[config.mk]
export PLATFORM = sky130hd
export DESIGN_NAME = tt_host_port
export DESIGN_NICKNAME = d
export VERILOG_FILES = /design/src/tt_pkg.sv /design/src/tt_burst_if.sv /design/src/tt_guard.sv /design/src/tt_burst.sv /design/src/tt_host_port.sv
export SDC_FILE = /design/constraint.sdc
export NUM_CORES = 1
export LEC_CHECK = 0
export BUFFER_PORTS_ARGS = -buffer_cell sky130_fd_sc_hd__buf_2
export CAP_MARGIN = 25
export CORE_UTILIZATION = 50
export CTS_CLUSTER_DIAMETER = 80
export DETAILED_ROUTE_END_ITERATION = 6
export PLACE_DENSITY = 0.7
export SYNTH_ARGS = -nofsm -noshare
export SYNTH_HDL_FRONTEND = slang
export SYNTH_SLANG_ARGS = --single-unit
[constraint.sdc]
create_clock -name clk -period 2.49 [get_ports clk]
set_input_delay 0.3735 -clock clk [delete_from_list [all_inputs] [get_ports clk]]
set_output_delay 0.3735 -clock clk [all_outputs]
set_load 0.05 [all_outputs]
[src/tt_pkg.sv]
/*
 * Shared constants, types and decode helpers for the tone transceiver
 * host port. Assumes one 10 MHz clock and a host that strobes each access.
 */
package tt_pkg;
  // Register addresses on the select line
  localparam logic REG_DATA = 1'b0;
  localparam logic REG_CTL  = 1'b1;
  // Reset value of every host register
  localparam logic [3:0] REG_RESET = 4'h0;
  // Primary control fields
  localparam int PC_TONE  = 0;
  localparam int PC_MODE  = 1;
  localparam int PC_IRQ   = 2;
  localparam int PC_STEER = 3;
  // Secondary control fields
  localparam int SC_BURST  = 0;
  localparam int SC_TEST   = 1;
  localparam int SC_SINGLE = 2;
  localparam int SC_COLROW = 3;
  // Timing: one tick per millisecond
  localparam int CLK_PERIOD_NS = 100;
  localparam int TICK_NS       = 1000000;
  localparam int TICK_CYCLES   = TICK_NS / CLK_PERIOD_NS;
  localparam int BURST_MS      = 51;
  localparam int CP_BURST_MS   = 102;
  localparam int GTP_MS        = 40;
  localparam int GTA_MS        = 40;
  // Host access kinds, coded as {select, read}
  typedef enum logic [1:0] {
    TT_OP_WR_TX  = 2'b00,
    TT_OP_RD_RX  = 2'b01,
    TT_OP_WR_CTL = 2'b10,
    TT_OP_RD_ST  = 2'b11
  } tt_op_t;
  // Burst sequencer states
  typedef enum logic [1:0] {
    TT_IDLE  = 2'b00,
    TT_BURST = 2'b01,
    TT_PAUSE = 2'b10
  } tt_burst_st_t;
  // Decode of the select and read/write lines
  function automatic tt_op_t bus_op(input logic rs, input logic rw);
    return tt_op_t'({rs, rw});
  endfunction
endpackage

[src/tt_burst_if.sv]
/*
 * Link between the register bank and the burst sequencer.
 * Assumes both ends share the one system clock.
 */
`timescale 1ns/100ps
interface tt_burst_if;
  logic start;
  logic long_mode;
  logic burst_on;
  logic ready;
  modport timer (input start, input long_mode, output burst_on, output ready);
  modport ctl   (output start, output long_mode, input burst_on, input ready);
endinterface

[src/tt_guard.sv]
/*
 * Guard-time filter producing delayed steering and a latch pulse.
 * Assumes a one-cycle millisecond tick and a synchronous tone-seen input.
 */
`timescale 1ns/100ps
module tt_guard #(
  parameter int GTP_TICKS = tt_pkg::GTP_MS,
  parameter int GTA_TICKS = tt_pkg::GTA_MS
) (
  // Clock and reset
  input  wire logic clk,
  input  wire logic reset,
  // Timing and tone detect
  input  wire logic tick,
  input  wire logic tone_seen,
  // Delayed steering, low while tone valid
  output logic      steer_n_q,
  output logic      valid_pulse
);
  localparam logic [7:0] GTP_END = 8'(GTP_TICKS - 1);
  localparam logic [7:0] GTA_END = 8'(GTA_TICKS - 1);
  if (GTP_TICKS < 1 || GTP_TICKS > 256 || GTA_TICKS < 1 || GTA_TICKS > 256)
  begin : g_chk
    $error("guard times must be 1 to 256 ticks");
  end
  logic [7:0] cnt_q;
  logic       diff;
  logic       flip;
  // Mismatch between tone and steering state; any return resets the wait
  assign diff = (tone_seen == steer_n_q);
  assign flip = diff && tick && (cnt_q == (steer_n_q ? GTP_END : GTA_END));
  assign valid_pulse = flip && steer_n_q;
  // Guard counter, restarts on every glitch so dropouts are absorbed
  always_ff @(posedge clk or posedge reset)
  begin
    if (reset)
      cnt_q <= 8'h00;
    else if (!diff || flip)
      cnt_q <= 8'h00;
    else if (tick)
      cnt_q <= cnt_q + 8'h01;
  end
  // Steering changes only after the full guard time
  always_ff @(posedge clk or posedge reset)
  begin
    if (reset)
      steer_n_q <= 1'b1;
    else if (flip)
      steer_n_q <= !steer_n_q;
  end
endmodule

[src/tt_burst.sv]
/*
 * Timed burst and pause sequencer for the transmitter.
 * Assumes a one-cycle millisecond tick from the host port divider.
 */
`timescale 1ns/100ps
module tt_burst #(
  parameter int BURST_TICKS    = tt_pkg::BURST_MS,
  parameter int CP_BURST_TICKS = tt_pkg::CP_BURST_MS
) (
  // Clock and reset
  input  wire logic clk,
  input  wire logic reset,
  // Millisecond enable
  input  wire logic tick,
  // Control link
  tt_burst_if.timer bi
);
  if (BURST_TICKS < 1 || BURST_TICKS > 255 || CP_BURST_TICKS < 1 || CP_BURST_TICKS > 255)
  begin : g_chk
    $error("burst lengths must be 1 to 255 ticks");
  end
  tt_pkg::tt_burst_st_t st_q;
  logic [7:0]           cnt_q;
  logic [7:0]           len_q;
  logic                 last;
  assign last = tick && (cnt_q == len_q - 8'h01);
  assign bi.burst_on = (st_q == tt_pkg::TT_BURST);
  assign bi.ready = last && (st_q == tt_pkg::TT_PAUSE);
  // Burst then equal pause; a new write restarts the sequence
  always_ff @(posedge clk or posedge reset)
  begin
    if (reset)
    begin
      st_q  <= tt_pkg::TT_IDLE;
      cnt_q <= 8'h00;
      len_q <= 8'(BURST_TICKS);
    end
    else if (bi.start)
    begin
      st_q  <= tt_pkg::TT_BURST;
      cnt_q <= 8'h00;
      len_q <= bi.long_mode ? 8'(CP_BURST_TICKS) : 8'(BURST_TICKS);
    end
    else if (tick)
    begin
      cnt_q <= last ? 8'h00 : cnt_q + 8'h01;
      case (st_q)
        tt_pkg::TT_BURST: if (last) st_q <= tt_pkg::TT_PAUSE;
        tt_pkg::TT_PAUSE: if (last) st_q <= tt_pkg::TT_IDLE;
        default:          st_q <= tt_pkg::TT_IDLE;
      endcase
    end
  end
endmodule

[src/tt_host_port.sv]
/*
 * Host register port of the tone transceiver: register decode, control
 * registers, receive latch, status flags and the request pin.
 * Assumes host inputs synchronous to clk and one strobe per access.
 */
`timescale 1ns/100ps
module tt_host_port #(
  parameter int TICK_CYCLES = tt_pkg::TICK_CYCLES,
  parameter int GTP_TICKS   = tt_pkg::GTP_MS,
  parameter int GTA_TICKS   = tt_pkg::GTA_MS
) (
  // Clock and reset
  input  wire logic       clk,
  input  wire logic       reset,
  // Host bus
  input  wire logic       chip_select_n,
  input  wire logic       register_select_line,
  input  wire logic       read_not_write,
  input  wire logic       bus_strobe,
  input  wire logic [3:0] data_in,
  output logic      [3:0] data_out,
  output logic            data_oe,
  // Receiver front end
  input  wire logic       early_detect_output,
  input  wire logic [3:0] detected_code,
  input  wire logic       cp_tone_in,
  // Open-drain request pin
  output logic            request_or_tone_pin_o,
  output logic            request_or_tone_pin_oe,
  // Transmitter controls
  output logic      [3:0] tone_code,
  output logic            tone_output_enable,
  output logic            single_tone,
  output logic            column_tones,
  output logic            bandpass_enable,
  // Receiver state
  output logic      [3:0] decoded_digit_bits,
  output logic            steer_guard_n
);

  //**********************************************************
  // Parameter checks and local widths
  //**********************************************************

  localparam int TW = $clog2(TICK_CYCLES);
  localparam logic [TW-1:0] TICK_END = TW'(TICK_CYCLES - 1);

  if (TICK_CYCLES < 2)
  begin : g_chk
    $error("tick divider needs at least 2 cycles");
  end

  //**********************************************************
  // Host access decode
  //**********************************************************

  tt_pkg::tt_op_t op;
  logic           acc;
  logic           wr_tx;
  logic           rd_rx;
  logic           wr_ctl;
  logic           rd_st;

  // One access per strobe while selected
  assign acc    = bus_strobe && !chip_select_n;
  assign op     = tt_pkg::bus_op(register_select_line, read_not_write);
  assign wr_tx  = acc && (op == tt_pkg::TT_OP_WR_TX);
  assign rd_rx  = acc && (op == tt_pkg::TT_OP_RD_RX);
  assign wr_ctl = acc && (op == tt_pkg::TT_OP_WR_CTL);
  assign rd_st  = acc && (op == tt_pkg::TT_OP_RD_ST);

  //**********************************************************
  // Millisecond tick divider
  //**********************************************************

  logic [TW-1:0] tick_cnt_q;
  logic          tick;

  assign tick = (tick_cnt_q == TICK_END);

  // Free running so burst and guard times share one time base
  always_ff @(posedge clk or posedge reset)
  begin
    if (reset)
      tick_cnt_q <= '0;
    else if (tick)
      tick_cnt_q <= '0;
    else
      tick_cnt_q <= tick_cnt_q + TW'(1);
  end

  //**********************************************************
  // Control registers
  //**********************************************************

  logic [3:0] primary_control_q;
  logic [3:0] secondary_control_q;
  logic       steer_next_q;
  logic       cp_mode;
  logic       irq_en;
  logic       burst_mode;
  logic       test_mode;

  assign cp_mode    = primary_control_q[tt_pkg::PC_MODE];
  assign irq_en     = primary_control_q[tt_pkg::PC_IRQ];
  assign burst_mode = !secondary_control_q[tt_pkg::SC_BURST];
  assign test_mode  = secondary_control_q[tt_pkg::SC_TEST];

  // Control writes land in primary unless the steer flag is armed
  always_ff @(posedge clk or posedge reset)
  begin
    if (reset)
    begin
      primary_control_q   <= tt_pkg::REG_RESET;
      secondary_control_q <= tt_pkg::REG_RESET;
    end
    else if (wr_ctl && steer_next_q)
      secondary_control_q <= data_in;
    else if (wr_ctl)
      primary_control_q <= data_in;
  end

  // Steer flag covers exactly one following control write
  always_ff @(posedge clk or posedge reset)
  begin
    if (reset)
      steer_next_q <= 1'b0;
    else if (wr_ctl)
      steer_next_q <= !steer_next_q && data_in[tt_pkg::PC_STEER];
  end

  //**********************************************************
  // Transmit code and burst control
  //**********************************************************

  logic [3:0] tone_code_out_q;
  tt_burst_if bi ();

  // Write-only: nothing on the bus ever reads this back
  always_ff @(posedge clk or posedge reset)
  begin
    if (reset)
      tone_code_out_q <= tt_pkg::REG_RESET;
    else if (wr_tx)
      tone_code_out_q <= data_in;
  end

  assign bi.start     = wr_tx && burst_mode;
  assign bi.long_mode = cp_mode;

  tt_burst u_burst (
    .clk   (clk),
    .reset (reset),
    .tick  (tick),
    .bi    (bi)
  );

  assign tone_code          = tone_code_out_q;
  assign single_tone        = secondary_control_q[tt_pkg::SC_SINGLE];
  assign column_tones       = secondary_control_q[tt_pkg::SC_COLROW];
  assign bandpass_enable    = cp_mode;
  // Tone gate works in both burst and free mode
  assign tone_output_enable = primary_control_q[tt_pkg::PC_TONE]
                              && (!burst_mode || bi.burst_on);

  //**********************************************************
  // Receiver latch
  //**********************************************************

  logic       steer_n_q;
  logic       valid_pulse;
  logic       latch_ok;
  logic [3:0] decoded_digit_q;

  tt_guard #(
    .GTP_TICKS (GTP_TICKS),
    .GTA_TICKS (GTA_TICKS)
  ) u_guard (
    .clk         (clk),
    .reset       (reset),
    .tick        (tick),
    .tone_seen   (early_detect_output && !cp_mode),
    .steer_n_q   (steer_n_q),
    .valid_pulse (valid_pulse)
  );

  // Decoding is suspended in call progress mode
  assign latch_ok = valid_pulse && !cp_mode;

  // Only a guard-validated tone reaches the register
  always_ff @(posedge clk or posedge reset)
  begin
    if (reset)
      decoded_digit_q <= tt_pkg::REG_RESET;
    else if (latch_ok)
      decoded_digit_q <= detected_code;
  end

  assign decoded_digit_bits = decoded_digit_q;
  assign steer_guard_n      = steer_n_q;

  //**********************************************************
  // Status flags
  //**********************************************************

  logic rx_full_q;
  logic tx_ready_q;
  logic irq_flag;

  // New data wins over a same-cycle status read
  always_ff @(posedge clk or posedge reset)
  begin
    if (reset)
      rx_full_q <= 1'b0;
    else if (latch_ok)
      rx_full_q <= 1'b1;
    else if (rd_st)
      rx_full_q <= 1'b0;
  end

  // Ready after the pause; free mode holds it clear
  always_ff @(posedge clk or posedge reset)
  begin
    if (reset)
      tx_ready_q <= 1'b0;
    else if (!burst_mode)
      tx_ready_q <= 1'b0;
    else if (bi.ready)
      tx_ready_q <= 1'b1;
    else if (rd_st)
      tx_ready_q <= 1'b0;
  end

  assign irq_flag = rx_full_q || tx_ready_q;

  //**********************************************************
  // Read data path
  //**********************************************************

  logic [3:0] data_out_q;
  logic       data_oe_q;

  // Read data is captured at the strobe and driven the next cycle
  always_ff @(posedge clk or posedge reset)
  begin
    if (reset)
      data_out_q <= 4'h0;
    else if (rd_rx)
      data_out_q <= decoded_digit_q;
    else if (rd_st)
      data_out_q <= {steer_n_q, rx_full_q, tx_ready_q, irq_flag};
  end

  always_ff @(posedge clk or posedge reset)
  begin
    if (reset)
      data_oe_q <= 1'b0;
    else
      data_oe_q <= rd_rx || rd_st;
  end

  assign data_out = data_out_q;
  assign data_oe  = data_oe_q;

  //**********************************************************
  // Request pin
  //**********************************************************

  logic pin_low;
  logic pin_low_q;

  // Pin shows tone square wave, test steering, or the request
  always_comb
  begin
    if (cp_mode)
      pin_low = irq_en && !cp_tone_in;
    else if (test_mode)
      pin_low = !steer_n_q;
    else
      pin_low = irq_en && irq_flag;
  end

  // Registered so the pin never glitches on decode hazards
  always_ff @(posedge clk or posedge reset)
  begin
    if (reset)
      pin_low_q <= 1'b0;
    else
      pin_low_q <= pin_low;
  end

  // Open drain: only ever pulls low, the pull-up releases it
  assign request_or_tone_pin_o  = 1'b0;
  assign request_or_tone_pin_oe = pin_low_q;
endmodule

==> results by stage, run 1 <==
Placement:
- Once detailed placement completed, the half-perimeter wirelength came to between 3 and 4 mm.
- The total instance count after detailed placement is approximately 360.
- The congestion estimate from routability-driven global placement came to a little under 0.8.
- In this run the tool buffered the top-level ports with 34 buffer cells.

Synth:
- The cell count after synthesis is between 200 and 300.
- The synthesized net count is approximately 280.
- Synthesis inferred between 50 and 60 register bits.
- For this run, the number of Yosys warnings is 0.
- Counting flops with an async set or reset pin after synthesis yields a share of 100%.
- The biggest area contributor in the post-synthesis netlist is dfrtp_1.
- The number of synthesized flops with an enable pin is 0.
- After synthesis, the netlist uses 50 different library cells.
- The mapped netlist covers 2820 um2.
- After synthesis, the cell types taking the most area are dfrtp_1 51%, mux2_2 6.4%, nand2_1 4.0%.
- The commonest cells after synthesis are 57 x dfrtp_1, 30 x nand2_1, 16 x a21oi_1, 16 x mux2_2, 13 x nor2_1.
- After synthesis, the mean cell area works out to 10.7 um2.
- The proportion of netlist area held by the largest area contributor is around half.
- For this run, the register share of the synthesized area comes to 52.5%.
- In the synthesized netlist the dominant register cell turns out to be dfrtp_1.
- The most frequently used cell type in the post-synthesis netlist is dfrtp_1.

Routing:
- The via count is roughly 2100.
- In the routed design, unresolved DRC markers number 0.
- Once detail routing completed, the nets flagged for antenna violations numbered 0.
- The mean number of vias per cell is about 5.5.
- The DRC marker count from the first detailed-route iteration is roughly 120.
- For this block, the routed nets add up to between 5 and 6 mm of wire.
- The number of iterations in the first detailed-routing pass is 4.
- The mean routed wirelength per cell is between 10 and 15 um.

Critical path:
- The top fanout value on the critical path is 35.
- For this run, the slowest stage of the critical path takes approximately 0.42 ns.
- The slowest stage of the critical path belongs to the cell dfrtp_1.
- At the worst endpoint, the arrival time is approximately 2.4 ns.
- Tracing the worst setup path back leads to its startpoint at tick_cnt_q[0].
- Walking the worst path, the cells encountered are ha_1 -> nand3_1 -> nand4b_2 -> buf_12 -> nor3_2 -> mux2_2.
- The worst setup path is captured at a register.
- The capture point of the worst reg-to-reg path is decoded_digit_bits[1].
- For flop-to-flop paths, the worst setup slack is around 0.35 ns.
- The worst register-to-register path begins at tick_cnt_q[0].
- The type of element launching the critical path is a register.
- The critical path required time is between 2 and 3 ns.
- The start-to-end type of the worst setup path is register to register.
- The logic depth of the worst register-to-register path is 6.

Floorplanning:
- The die is roughly 77 um wide.
- The total area inside the core boundary comes to about 5300 um2.
- Once the floorplan was initialized, standard cells occupied a little over half of the core.
- After floorplanning, the core was divided into 26 placement rows.
- In this run the vertical extent of the chip is between 70 and 80 um.
- 36 I/O pins were placed.
- The area of the die is roughly 5900 um2.

Final layout:
- The repair_antennas step left the layout with diodes totalling 0.
- The area of the multi-input gates is roughly 1300 um2.
- The register cell area after layout is roughly 1500 um2.
- The final layout contains between 300 and 400 nets.
- The share of layout cells above drive strength 1 is 25.4%.
- The final cell count without fillers is ~380.
- The filler cell count in the final layout is 463.
- The area growth from synthesis to layout is 16.6%.

Clock tree:
- Clock tree synthesis inserted a total of 9 buffers.
- After clock tree synthesis, the clock-pin slew on the worst setup and hold paths is 0.07 ns.
- At the later pin of the worst-skew pair, clock insertion delay measures ~0.34 ns.
- Buffers inserted to repair hold after CTS numbered 0.
- The count of instances resized after the clock tree is built is 0.
- The post-CTS setup buffer count is 0.
- Counting along the longest clock path gives a buffer depth of 2.
- The H-tree level count is 3.
- Clock tree synthesis selected as its root buffer the cell clkbuf_8.
- The clock drives 59 sinks.
- TritonCTS built the clock tree.

GRT:
- The final global-route overflow total is 0.
- The total track usage is about a fifth.
- The initial antenna violation count was 0.
- The via count of the first global-routing pass came to 2035.
- The largest net degree at the start of global routing is 60.
- The first global-routing pass estimated 9.36 mm of wire.

Timing:
- The share of the clock period used by the worst path is 85.8%.
- Measured against its own limit, the worst slew margin works out to 50.5%.
- Between clock sinks in the finished design, the worst skew comes to approximately 0.0088 ns.
- Adding up every negative setup slack in the final design gives 0 ns.
- The pin slew with the least headroom to its limit is approximately 0.74 ns.
- Timing would allow up to ~0.47 GHz.
- The final number of max-transition violations came to 0.
- Setup repair after global routing left no endpoint under its margin.
- The number of endpoints failing setup at the final stage is 0.
- The hold violation count in the final report is 0.
- For the finished layout, the period the worst path requires is around 2.1 ns.

Pwr:
- The leakage power summed over all cells is roughly 1.5 nW.
- The highest ir drop seen on vdd is 0.554 mV.
- The total power draw is around 0.0024 W.
- The total power per unit cell area is around 720 nW/um2.

Job:
- Max-cap violations in this run came to 0.

Hold path:
- The worst hold path belongs to the class input port to async pin.

Status:
- The flow ran to the end, and the final reports show no timing, DRC or antenna violations.
-- final cells by class --
| cell class | instances | share of cell area, % |
|---|---|---|
| clock buffers | 15 | 5.98 |
| clock inverters | 1 | 0.152 |
| inverters | 5 | 0.571 |
| multi-input cells | 189 | 38.7 |
| flip-flops and latches | 59 | 45.0 |
| well taps | 70 | 2.67 |
| repair buffers | 38 | 6.86 |
-- state kept, by name, summed over array words and instances, names as in the netlist --
signal                  cells
u_burst.cnt_q               8
u_burst.len_q               2
secondary_control_q         4
tone_code                   4
request_or_tone_pin_oe      1
data_out                    4
steer_next_q                1
decoded_digit_bits          4
u_burst.st_q                2
u_guard.cnt_q               8
u_guard.steer_n_q           1
rx_full_q                   1
tx_ready_q                  1
primary_control_q           3
tick_cnt_q                 14
data_oe                     1
-- layout by cell type (no fill, tap or decap), types with 5 or more instances in the layout --
master and count:
mux2i_1 8, clkbuf_8 14, o21ai_0 11, mux2_2 16
xnor2_1 6, nand2_1 30, xor2_1 5, nor2b_1 5
dfrtp_1 57, nor3_1 5, and3_1 6, nand3_1 9
nor2_1 13, nand4_1 5, buf_2 34, or3_1 9
a21oi_1 16, o211ai_1 6
-- stage by stage --
step	util, %	setup WS [ns]	hold WS, ns	cell area [um2]
3_5_place_dp	58.5	0.353	0.457	3080
3_3_place_gp	58.5	0.414	0.454	3080
2_1_floorplan	-	0.652	0.446	2820
4_1_cts	62.3	0.341	0.0900	3280
6_report	62.3	0.353	0.0831	3280
5_1_grt	62.3	0.184	0.0983	3280
-- worst max-delay path by stage --
stage | end | slack (ns) | cells after the start
2_1_floorplan | decoded_digit_bits[0] | 0.65 | 5
3_3_place_gp | decoded_digit_bits[3] | 0.41 | 6
3_5_place_dp | decoded_digit_bits[3] | 0.35 | 6
4_1_cts | decoded_digit_bits[3] | 0.34 | 6
5_1_grt | decoded_digit_bits[1] | 0.18 | 6
6_report | decoded_digit_bits[1] | 0.35 | 6
-- cells by family after synthesis --
| kind of cell | count (synthesis) | share of synthesized area, % |
|---|---|---|
| AOI/OAI and AO/OA | 47 | 10.0 |
| xor gates and xnor gates | 11 | 3.42 |
| adders and majority gates | 3 | 1.33 |
| buffers and inverters | 15 | 2.31 |
| DFF | 59 | 52.5 |
| muxes | 24 | 9.24 |
| other | 1 | 0.133 |
| and+or+nand+nor | 103 | 21.1 |
-- worst max-delay path: cells and delay by family, from the launching register on --
kind	cells	cell delay (ns)
DFF	1	0.42
buffers and inverters	1	0.19
and+or+nand+nor	3	0.78
muxes	1	0.38
adders and majority gates	1	0.25
-- per-layer routing --
layer | track usage [%] | routed length (um) | vias to the layer above | share of wire (%)
li1 | - | - | 1029 | -
met1 | 25.6 | 2530 | 1000 | 47
met2 | 32.9 | 2510 | 47 | 47
met3 | 7.86 | 255 | 8 | 4.8
met4 | 5.66 | 61 | 0 | 1.1
met5 | 0 | 0 | - | 0
-- power by group --
group	total, W	internal [W]	switching (W)
Combinational	0.000403	0.000123	0.000279
Clock	0.000860	0.000496	0.000363
Sequential	0.00112	0.00105	0.0000682
Total	0.00238	0.00167	0.000711
No activity file was read; power rests on OpenSTA's default activity.
==> run 2, diff against run 1 <==
--- a/config.mk
+++ b/config.mk
@@ -10,7 +10,7 @@
 export CORE_UTILIZATION = 50
 export CTS_CLUSTER_DIAMETER = 80
 export DETAILED_ROUTE_END_ITERATION = 6
-export PLACE_DENSITY = 0.7
+export PLACE_DENSITY = 0.73
 export SYNTH_ARGS = -nofsm -noshare
 export SYNTH_HDL_FRONTEND = slang
 export SYNTH_SLANG_ARGS = --single-unit
==> constraint.sdc (replaced) <==
create_clock -name clk -period 1.8 [get_ports clk]
set_input_delay 0.27 -clock clk [delete_from_list [all_inputs] [get_ports clk]]
set_output_delay 0.27 -clock clk [all_outputs]
set_load 0.05 [all_outputs]
==> results by stage, run 2 (synthesized netlist as in run 1, its figures left out) <==
Final layout:
- The fraction of the core area covered by cells at the end of the flow is between 60 and 70%.
- The synthesis-to-finish area growth is 29.9%.
- The flip-flop count of the largest register, all copies and words added is 14.
- The total number of nets in the final design is 355.
- The most flop-heavy register is tick_cnt_q.
- The most frequent standard cell in the layout excluding fill and tap cells is dfrtp_1.
- The number of antenna diodes in the final layout is 0.
- The area of the multi-input gates is 1360 um2.
- The share of layout cells above drive strength 1 is between 30 and 40%.
- The register cell area after layout is between 1000 and 1500 um2.
- The layout has 401 filler cells.
- In the layout the commonest cells are 55 x dfrtp_1, 34 x buf_2, 31 x buf_4, 30 x nand2_1.
- The largest registers in the layout are tick_cnt_q x14, u_burst.cnt_q x8, u_guard.cnt_q x8.

Critical path:
- The worst setup path is captured at a register.
- Setup slack on the worst reg-to-reg path comes out at -0.009 ns.
- The worst-path cell with the longest stage delay is dfrtp_1.
- The critical path required time is around 2.1 ns.
- Grouping stages by cell kind, the critical path spends the most delay in simple AND/OR/NAND/NOR gates.
- The signal arrival time at the worst endpoint is ~2.1 ns.
- The cell depth of the worst setup path is 5.
- The start-to-end type of the worst setup path is register to register.
- The largest stage delay on the critical path is between 0.4 and 0.5 ns.
- The critical path goes through nor4b_4 -> nand4b_4 -> buf_6 -> or3_1 -> a31oi_1.
- The logic depth of the worst register-to-register path is 5.
- In this run the worst path has a maximum fanout of 6.
- The worst setup path is launched from a register.
- The count of buffer and inverter cells on the critical path is 1.

Status:
- The flow ran to the end, but the final reports show violations.
- The final reports fail on setup timing.

Routing:
- The detail route stage leaves a number of antenna-violating nets equal to 0.
- The via count is ~2300.
- The mean number of vias per cell is between 5 and 6.
- The number of iterations in the first detailed-routing pass is 4.
- The mean routed wirelength per cell is roughly 15 um.
- The DRC marker count from the first detailed-route iteration is approximately 130.
- After detailed routing, the total wire length is between 6 and 7 mm.
- The post-route DRC violation count is 0.

Pwr:
- The clock network accounts for just under 40% of the total power.
- The highest ir drop seen on vdd is just over 0.7 mV.
- Internal power comes to between 0.002 and 0.003 W.
- The share of total power in combinational logic is about 17%.
- The fraction of power consumed by sequential logic is between 40% and 50%.
- Net switching is about 29% of the power.
- The net switching power figure is between 0.001 and 0.0015 W.
- The total power per unit cell area is around 960 nW/um2.
- The leakage power summed over all cells is between 1.5 and 2 nW.

Timing:
- The final critical delay including setup and external delays is roughly 1.8 ns.
- The maximum clock frequency is roughly 0.55 GHz.
- Final hold analysis gives a worst-case slack of around 0.095 ns.
- In the finished design, the share of the clock period the worst path needs comes to 101%.
- Setup repair after global routing could not meet its margin everywhere.
- The final number of max-transition violations is 0.
- Setup violations remaining at the end of the flow were counted as 1.
- The hold violation count in the final report is 0.
- After layout, the worst setup slack is -0.00925 ns.
- The worst clock skew on the final layout is between 0.009 and 0.01 ns.

Placement:
- During placement, the flow inserted port buffers numbering 34.
- The post-detailed-placement half-perimeter wirelength is roughly 4.2 mm.
- The congestion estimate from routability-driven global placement came to approximately 0.8.

Job:
- The tool flagged a number of max-cap violations equal to 0.

Floorplanning:
- The initialized floorplan defines 26 standard-cell rows.
- The die width is about 77 um.
- The floorplan step set the die height to just under 80 um.
- The number of placed I/O pins is 36.
- The initial utilization of the core area, before any placement, comes to between 50 and 60%.
- The area of the die is roughly 5900 um2.
- The core area is roughly 5300 um2.

GRT:
- Entering global routing, the biggest net connects 25 pins.
- For this run the aggregate overflow at the end of global routing stands at 0.
- The initial antenna violation count is 0.
- The via count of the first global-routing pass is about 2200.
- Global routing consumed, over all layers together, 23.0% of the routing resources.
- The first global-routing pass estimated ~10 mm of wire.

Clock tree:
- The clock latency on the worst-skew pair is about 0.34 ns.
- The clock tree synthesis step divided the H-tree into 3 levels.
- The number of buffers on the longest clock path is 2.
- The clock sink count is 59.
- TritonCTS built the clock tree.
- Counting the buffers created by CTS gives 9.
- The tree is rooted in a clkbuf_8.
- After clock tree synthesis, the clock-pin slew on the worst setup and hold paths is ~0.07 ns.

Hold path:
- The count of cells along the worst hold path is 2.
- In this run the worst hold path is classified as input port to register.
==> run 2: layer usage <==
metal / global-route usage (%) / vias up / share of wire [%]
li1: - / 1098 / -
met3: 8.45 / 11 / 4.8
met2: 38.9 / 62 / 50
met1: 27.1 / 1094 / 44
met5: 0 / - / 0
met4: 7.17 / 0 / 1.5
==> run 2: stage by stage <==
step                      worst slack [ns]  setup TNS, ns  cell area [um2]  cells  power (W)
after floorplan                     0.0553              0             2830    263    0.00198
after global placement             0.00985              0             3290    386    0.00215
after detailed placement           -0.0669         -0.190             3290    386    0.00216
after CTS                         -0.00627       -0.00627             3580    407    0.00355
after global routing               -0.0708         -0.685             3660    411    0.00366
final                             -0.00925       -0.00925             3660    411    0.00351
==> run 2: final cells by class <==
type,instances,share of cell area [%]
clock buffer,12,4.24
clock inverter,4,1.98
inverter,5,0.513
multi-input combinational,190,37.1
sequential,59,40.5
tap,70,2.39
timing repair buffer,71,13.3
==> run 2: power by group through the flow <==
stage	sequential [W]	clock, W	combinational, W
global route	0.00156	0.00145	0.000652
detailed placement	0.00156	0	0.000604
global placement	0.00156	0	0.000596
floorplan	0.00176	0	0.000222
finish	0.00154	0.00137	0.000606
CTS	0.00154	0.00140	0.000609
==> run 2: timing repair <==
| item | in CTS | in global routing |
|---|---|---|
| cloned | 1 | 0 |
| resized for setup | 4 | 14 |
| hold buffers | 1 | 0 |
| setup endpoints to repair | 11 | 19 |
| setup buffers | 3 | 4 |
| hold endpoints to repair | 16 | 0 |
| pin swaps | 7 | 11 |
==> run 2: final timing paths <==
path,from,end
max in group asynchronous,reset,u_burst.len_q[4]
setup reg to reg,tick_cnt_q[11],u_burst.cnt_q[6]
hold reg to reg,tick_cnt_q[9],tick_cnt_q[9]
setup / recovery,tick_cnt_q[11],u_burst.cnt_q[6]
hold / removal,cp_tone_in,request_or_tone_pin_oe
min in group asynchronous,reset,data_out[3]
==> run 3, diff against run 2 <==
--- a/config.mk
+++ b/config.mk
@@ -7,10 +7,12 @@
 export LEC_CHECK = 0
 export BUFFER_PORTS_ARGS = -buffer_cell sky130_fd_sc_hd__buf_2
 export CAP_MARGIN = 25
-export CORE_UTILIZATION = 50
+export CORE_UTILIZATION = 52
 export CTS_CLUSTER_DIAMETER = 80
+export CTS_CLUSTER_SIZE = 24
 export DETAILED_ROUTE_END_ITERATION = 6
-export PLACE_DENSITY = 0.73
+export PLACE_DENSITY = 0.76
+export RECOVER_POWER = 100
 export SYNTH_ARGS = -nofsm -noshare
 export SYNTH_HDL_FRONTEND = slang
 export SYNTH_SLANG_ARGS = --single-unit
==> results by stage, run 3 (synthesized netlist as in run 1, its figures left out) <==
Status:
- The flow ran to the end, but the final reports show violations.
- The checks that failed: setup timing.

Clock tree:
- The number of buffers added by the clock tree synthesis step is 9.
- The clock transition at the register clock pins on the worst setup and hold paths after CTS is ~0.060 ns.
- At the later pin of the worst-skew pair, clock insertion delay measures ~0.34 ns.
- Clock tree synthesis selected as its root buffer the cell clkbuf_8.
- The H-tree generated during clock tree synthesis spans 3 levels.
- In this run the deepest clock path goes through 2 buffers.
- The clock sink count is 59.
- TritonCTS built the clock tree.

GRT:
- Entering global routing, the biggest net connects 29 pins.
- The total track usage is a little under a quarter.
- The total overflow left after global routing is 0.
- The via count of the first global-routing pass came to 2101.
- The initial antenna violation count is 0.
- The first global-routing pass estimated 9.47 mm of wire.

Critical path:
- The logic depth of the worst register-to-register path is 6.
- The critical path's top delay family is simple AND/OR/NAND/NOR gates.
- For this run, the slowest stage of the critical path takes around 0.4 ns.
- The worst register-to-register path ends at u_burst.cnt_q[6].
- In this run the worst setup path terminates at u_burst.cnt_q[6].
- Counting stages on the worst path, the most repeated cell is buf_4.
- Together, buffers and inverters on the worst path number 2.
- The critical register-to-register path startpoint is tick_cnt_q[7].
- The register-to-register setup slack is -0.01 ns.
- The critical path launch point is tick_cnt_q[7].
- The type of element launching the critical path is a register.
- The critical path capture point type is a register.
- For the worst setup path, the data required time is 2.05 ns.
- The signal arrival time at the worst endpoint is just over 2 ns.
- For this design, the slowest cell found on the critical path is dfrtp_1.
- The start-to-end type of the worst setup path is register to register.
- The cell depth of the worst setup path is 6.
- The signal on the critical path passes through nor4b_4 -> buf_4 -> nand4b_4 -> buf_4 -> or3_1 -> a31oi_1.
- The top fanout value on the critical path is 8.

Final layout:
- In the final layout, the share of cells above drive strength 1 is between 20% and 30%.
- The flip-flop count of the largest register, all copies and words added is 14.
- The largest registers in the layout are tick_cnt_q x14, u_burst.cnt_q x8, u_guard.cnt_q x8.
- The most frequent standard cell in the layout excluding fill and tap cells is dfrtp_1.
- Across the whole layout, storage elements account for 1480 um2.
- Ranked by flip-flop count, first place goes to tick_cnt_q.
- The synthesis-to-finish area growth is 23.9%.
- The antenna cell count is 0.
- The top cell types in the final layout, fill and taps aside, are 57 x dfrtp_1, 30 x nand2_1, 27 x buf_4, 22 x clkbuf_1.
- The total number of nets in the final design is between 300 and 400.
- The area of the multi-input gates is 1330 um2.
- At the end of the flow the core is filled with cells to about 67%.
- The filler cell count in the final layout is approximately 420.

Floorplanning:
- In this run the count of I/O pins placed on the die edge is 36.
- The total number of placement rows is 26.
- The core area is approximately 5200 um2.
- The die boundary height is 75.6 um.
- The effective utilization at floorplan is between 50% and 60%.
- The floorplan step defined a die boundary enclosing between 5000 and 6000 um2.
- Measured along the x axis, the die boundary spans approximately 76 um.

Routing:
- The via count is about 2200.
- In the final routed layout, each cell accounts on average for around 14 um.
- For this block, the initial DRC count from the detailed router was 154.
- The detailed-route wire length is around 5.7 mm.
- In this run the remaining antenna-violating nets after routing total 0.
- The first detailed-routing pass ran for 5 iterations.
- The mean number of vias per cell is 5.53.
- For this run, design rule violations remaining after detail routing come to 0.

Pwr:
- In this run switching power makes up 30.1% of total power.
- The analysis attributes to cell leakage a power of around 1.6 nW.
- The total power per unit cell area is between 900 and 1000 nW/um2.
- The internal power of the cells totals between 0.002 and 0.0025 W.
- The share of total power in combinational logic is between 15 and 20%.
- Of the total power, the clock network draws about a third.
- The fraction of power consumed by sequential logic is a little under half.
- The highest ir drop seen on vdd is 0.793 mV.
- The net switching power figure is 0.000981 W.

Placement:
- The post-detailed-placement half-perimeter wirelength is 4.05 mm.
- The final weighted congestion in routability-driven placement is a little over 0.8.
- The worst setup slack after placement is -0.0458 ns.
- Buffers placed on the I/O ports in this run total 34.

Timing:
- The clock arrives with a little under 0.01 ns of skew.
- In the final timing run, aggregate negative setup slack is -0.0129 ns.
- The hold violation count in the final report is 0.
- Headroom to the max-slew limit came out at between 50% and 60%.
- Setup violations remaining at the end of the flow were counted as 1.
- The final number of max-transition violations was 0.
- The share of the clock period used by the worst path is 101%.
- For the pin with the worst max-slew slack, the measured transition is around 0.68 ns.
- Derived from the worst setup path, the maximum achievable clock frequency is 0.552 GHz.
- The final critical-path setup slack is -0.0129 ns.
- The final critical delay including setup and external delays is about 1.8 ns.
- Setup repair after global routing could not meet its margin everywhere.

Job:
- The tool flagged a number of max-cap violations equal to 0.

Hold path:
- The worst hold path class is input port to register.
[run 3: cell types whose count changed in the layout (fill, tap and decap cells not counted), moves of 2 or more]
| cell | delta |
|---|---|
| buf_12 | -2 |
| a21oi_1 | +3 |
| buf_6 | -2 |
| dfrtp_2 | -2 |
| a21oi_2 | -3 |
| buf_2 | -18 |
| clkbuf_1 | +21 |
| buf_4 | -4 |
| dfrtp_1 | +2 |
| clkbuf_2 | +2 |
[run 3: area by class of cell]
class / instances / area share, %
clock buffers: 11 / 4.05
multi-input cells: 190 / 38.1
repair buffers: 68 / 11.3
inverters: 5 / 0.538
flip-flops and latches: 59 / 42.4
clock inverters: 3 / 1.15
well taps: 70 / 2.51
[run 3: routing by layer]
layer / wire length, um / vias to the layer above / global-route usage, % / part of all wire (%)
li1: - / 1093 / - / -
met1: 2660 / 1085 / 29.6 / 47
met2: 2750 / 59 / 36.0 / 48
met3: 252 / 8 / 6.35 / 4.4
met4: 58 / 0 / 8.64 / 1.0
met5: 0 / - / 0 / 0
[run 3: repair_timing]
| action | in CTS | in global routing |
|---|---|---|
| resized for setup | 0 | 8 |
| hold buffers | 1 | 0 |
| gates cloned | 1 | 0 |
| hold endpoints to repair | 4 | 0 |
| endpoints found under the setup margin | 9 | 20 |
| pin swaps | 2 | 3 |
| buffers inserted | 0 | 4 |
[run 3: how the worst min path moves through the flow]
stage / start / endpoint / slack [ns] / cells after the start
final: cp_tone_in / request_or_tone_pin_oe / 0.12 / 2
after global placement: reset / data_oe / 0.15 / 2
after floorplan: cp_tone_in / request_or_tone_pin_oe / 0.36 / 1
after detailed placement: reset / data_oe / 0.15 / 2
after global routing: cp_tone_in / request_or_tone_pin_oe / 0.13 / 2
after CTS: cp_tone_in / request_or_tone_pin_oe / 0.10 / 2
[run 3: worst register-to-register path: stages, from the launching register on]
cell and delay [ns]:
dfrtp_1 0.40, nor4b_4 0.27, buf_4 0.18, nand4b_4 0.16, buf_4 0.20, or3_1 0.34, a31oi_1 0.19
[run 3: power groups by stage]
stage / sequential (W) / combinational [W] / clock, W
floorplan: 0.00176 / 0.000222 / 0
global placement: 0.00156 / 0.000582 / 0
detailed placement: 0.00156 / 0.000591 / 0
CTS: 0.00154 / 0.000593 / 0.00117
global route: 0.00156 / 0.000612 / 0.00123
finish: 0.00154 / 0.000568 / 0.00115
[run 3: through the flow]
step / hold WS [ns] / std cells / total power, W / instance area [um2]
6_report: 0.121 / 406 / 0.00326 / 3490
4_1_cts: 0.104 / 402 / 0.00330 / 3470
3_5_place_dp: 0.154 / 386 / 0.00215 / 3260
5_1_grt: 0.125 / 406 / 0.00339 / 3490
2_1_floorplan: 0.359 / 263 / 0.00198 / 2830
3_3_place_gp: 0.150 / 386 / 0.00214 / 3260
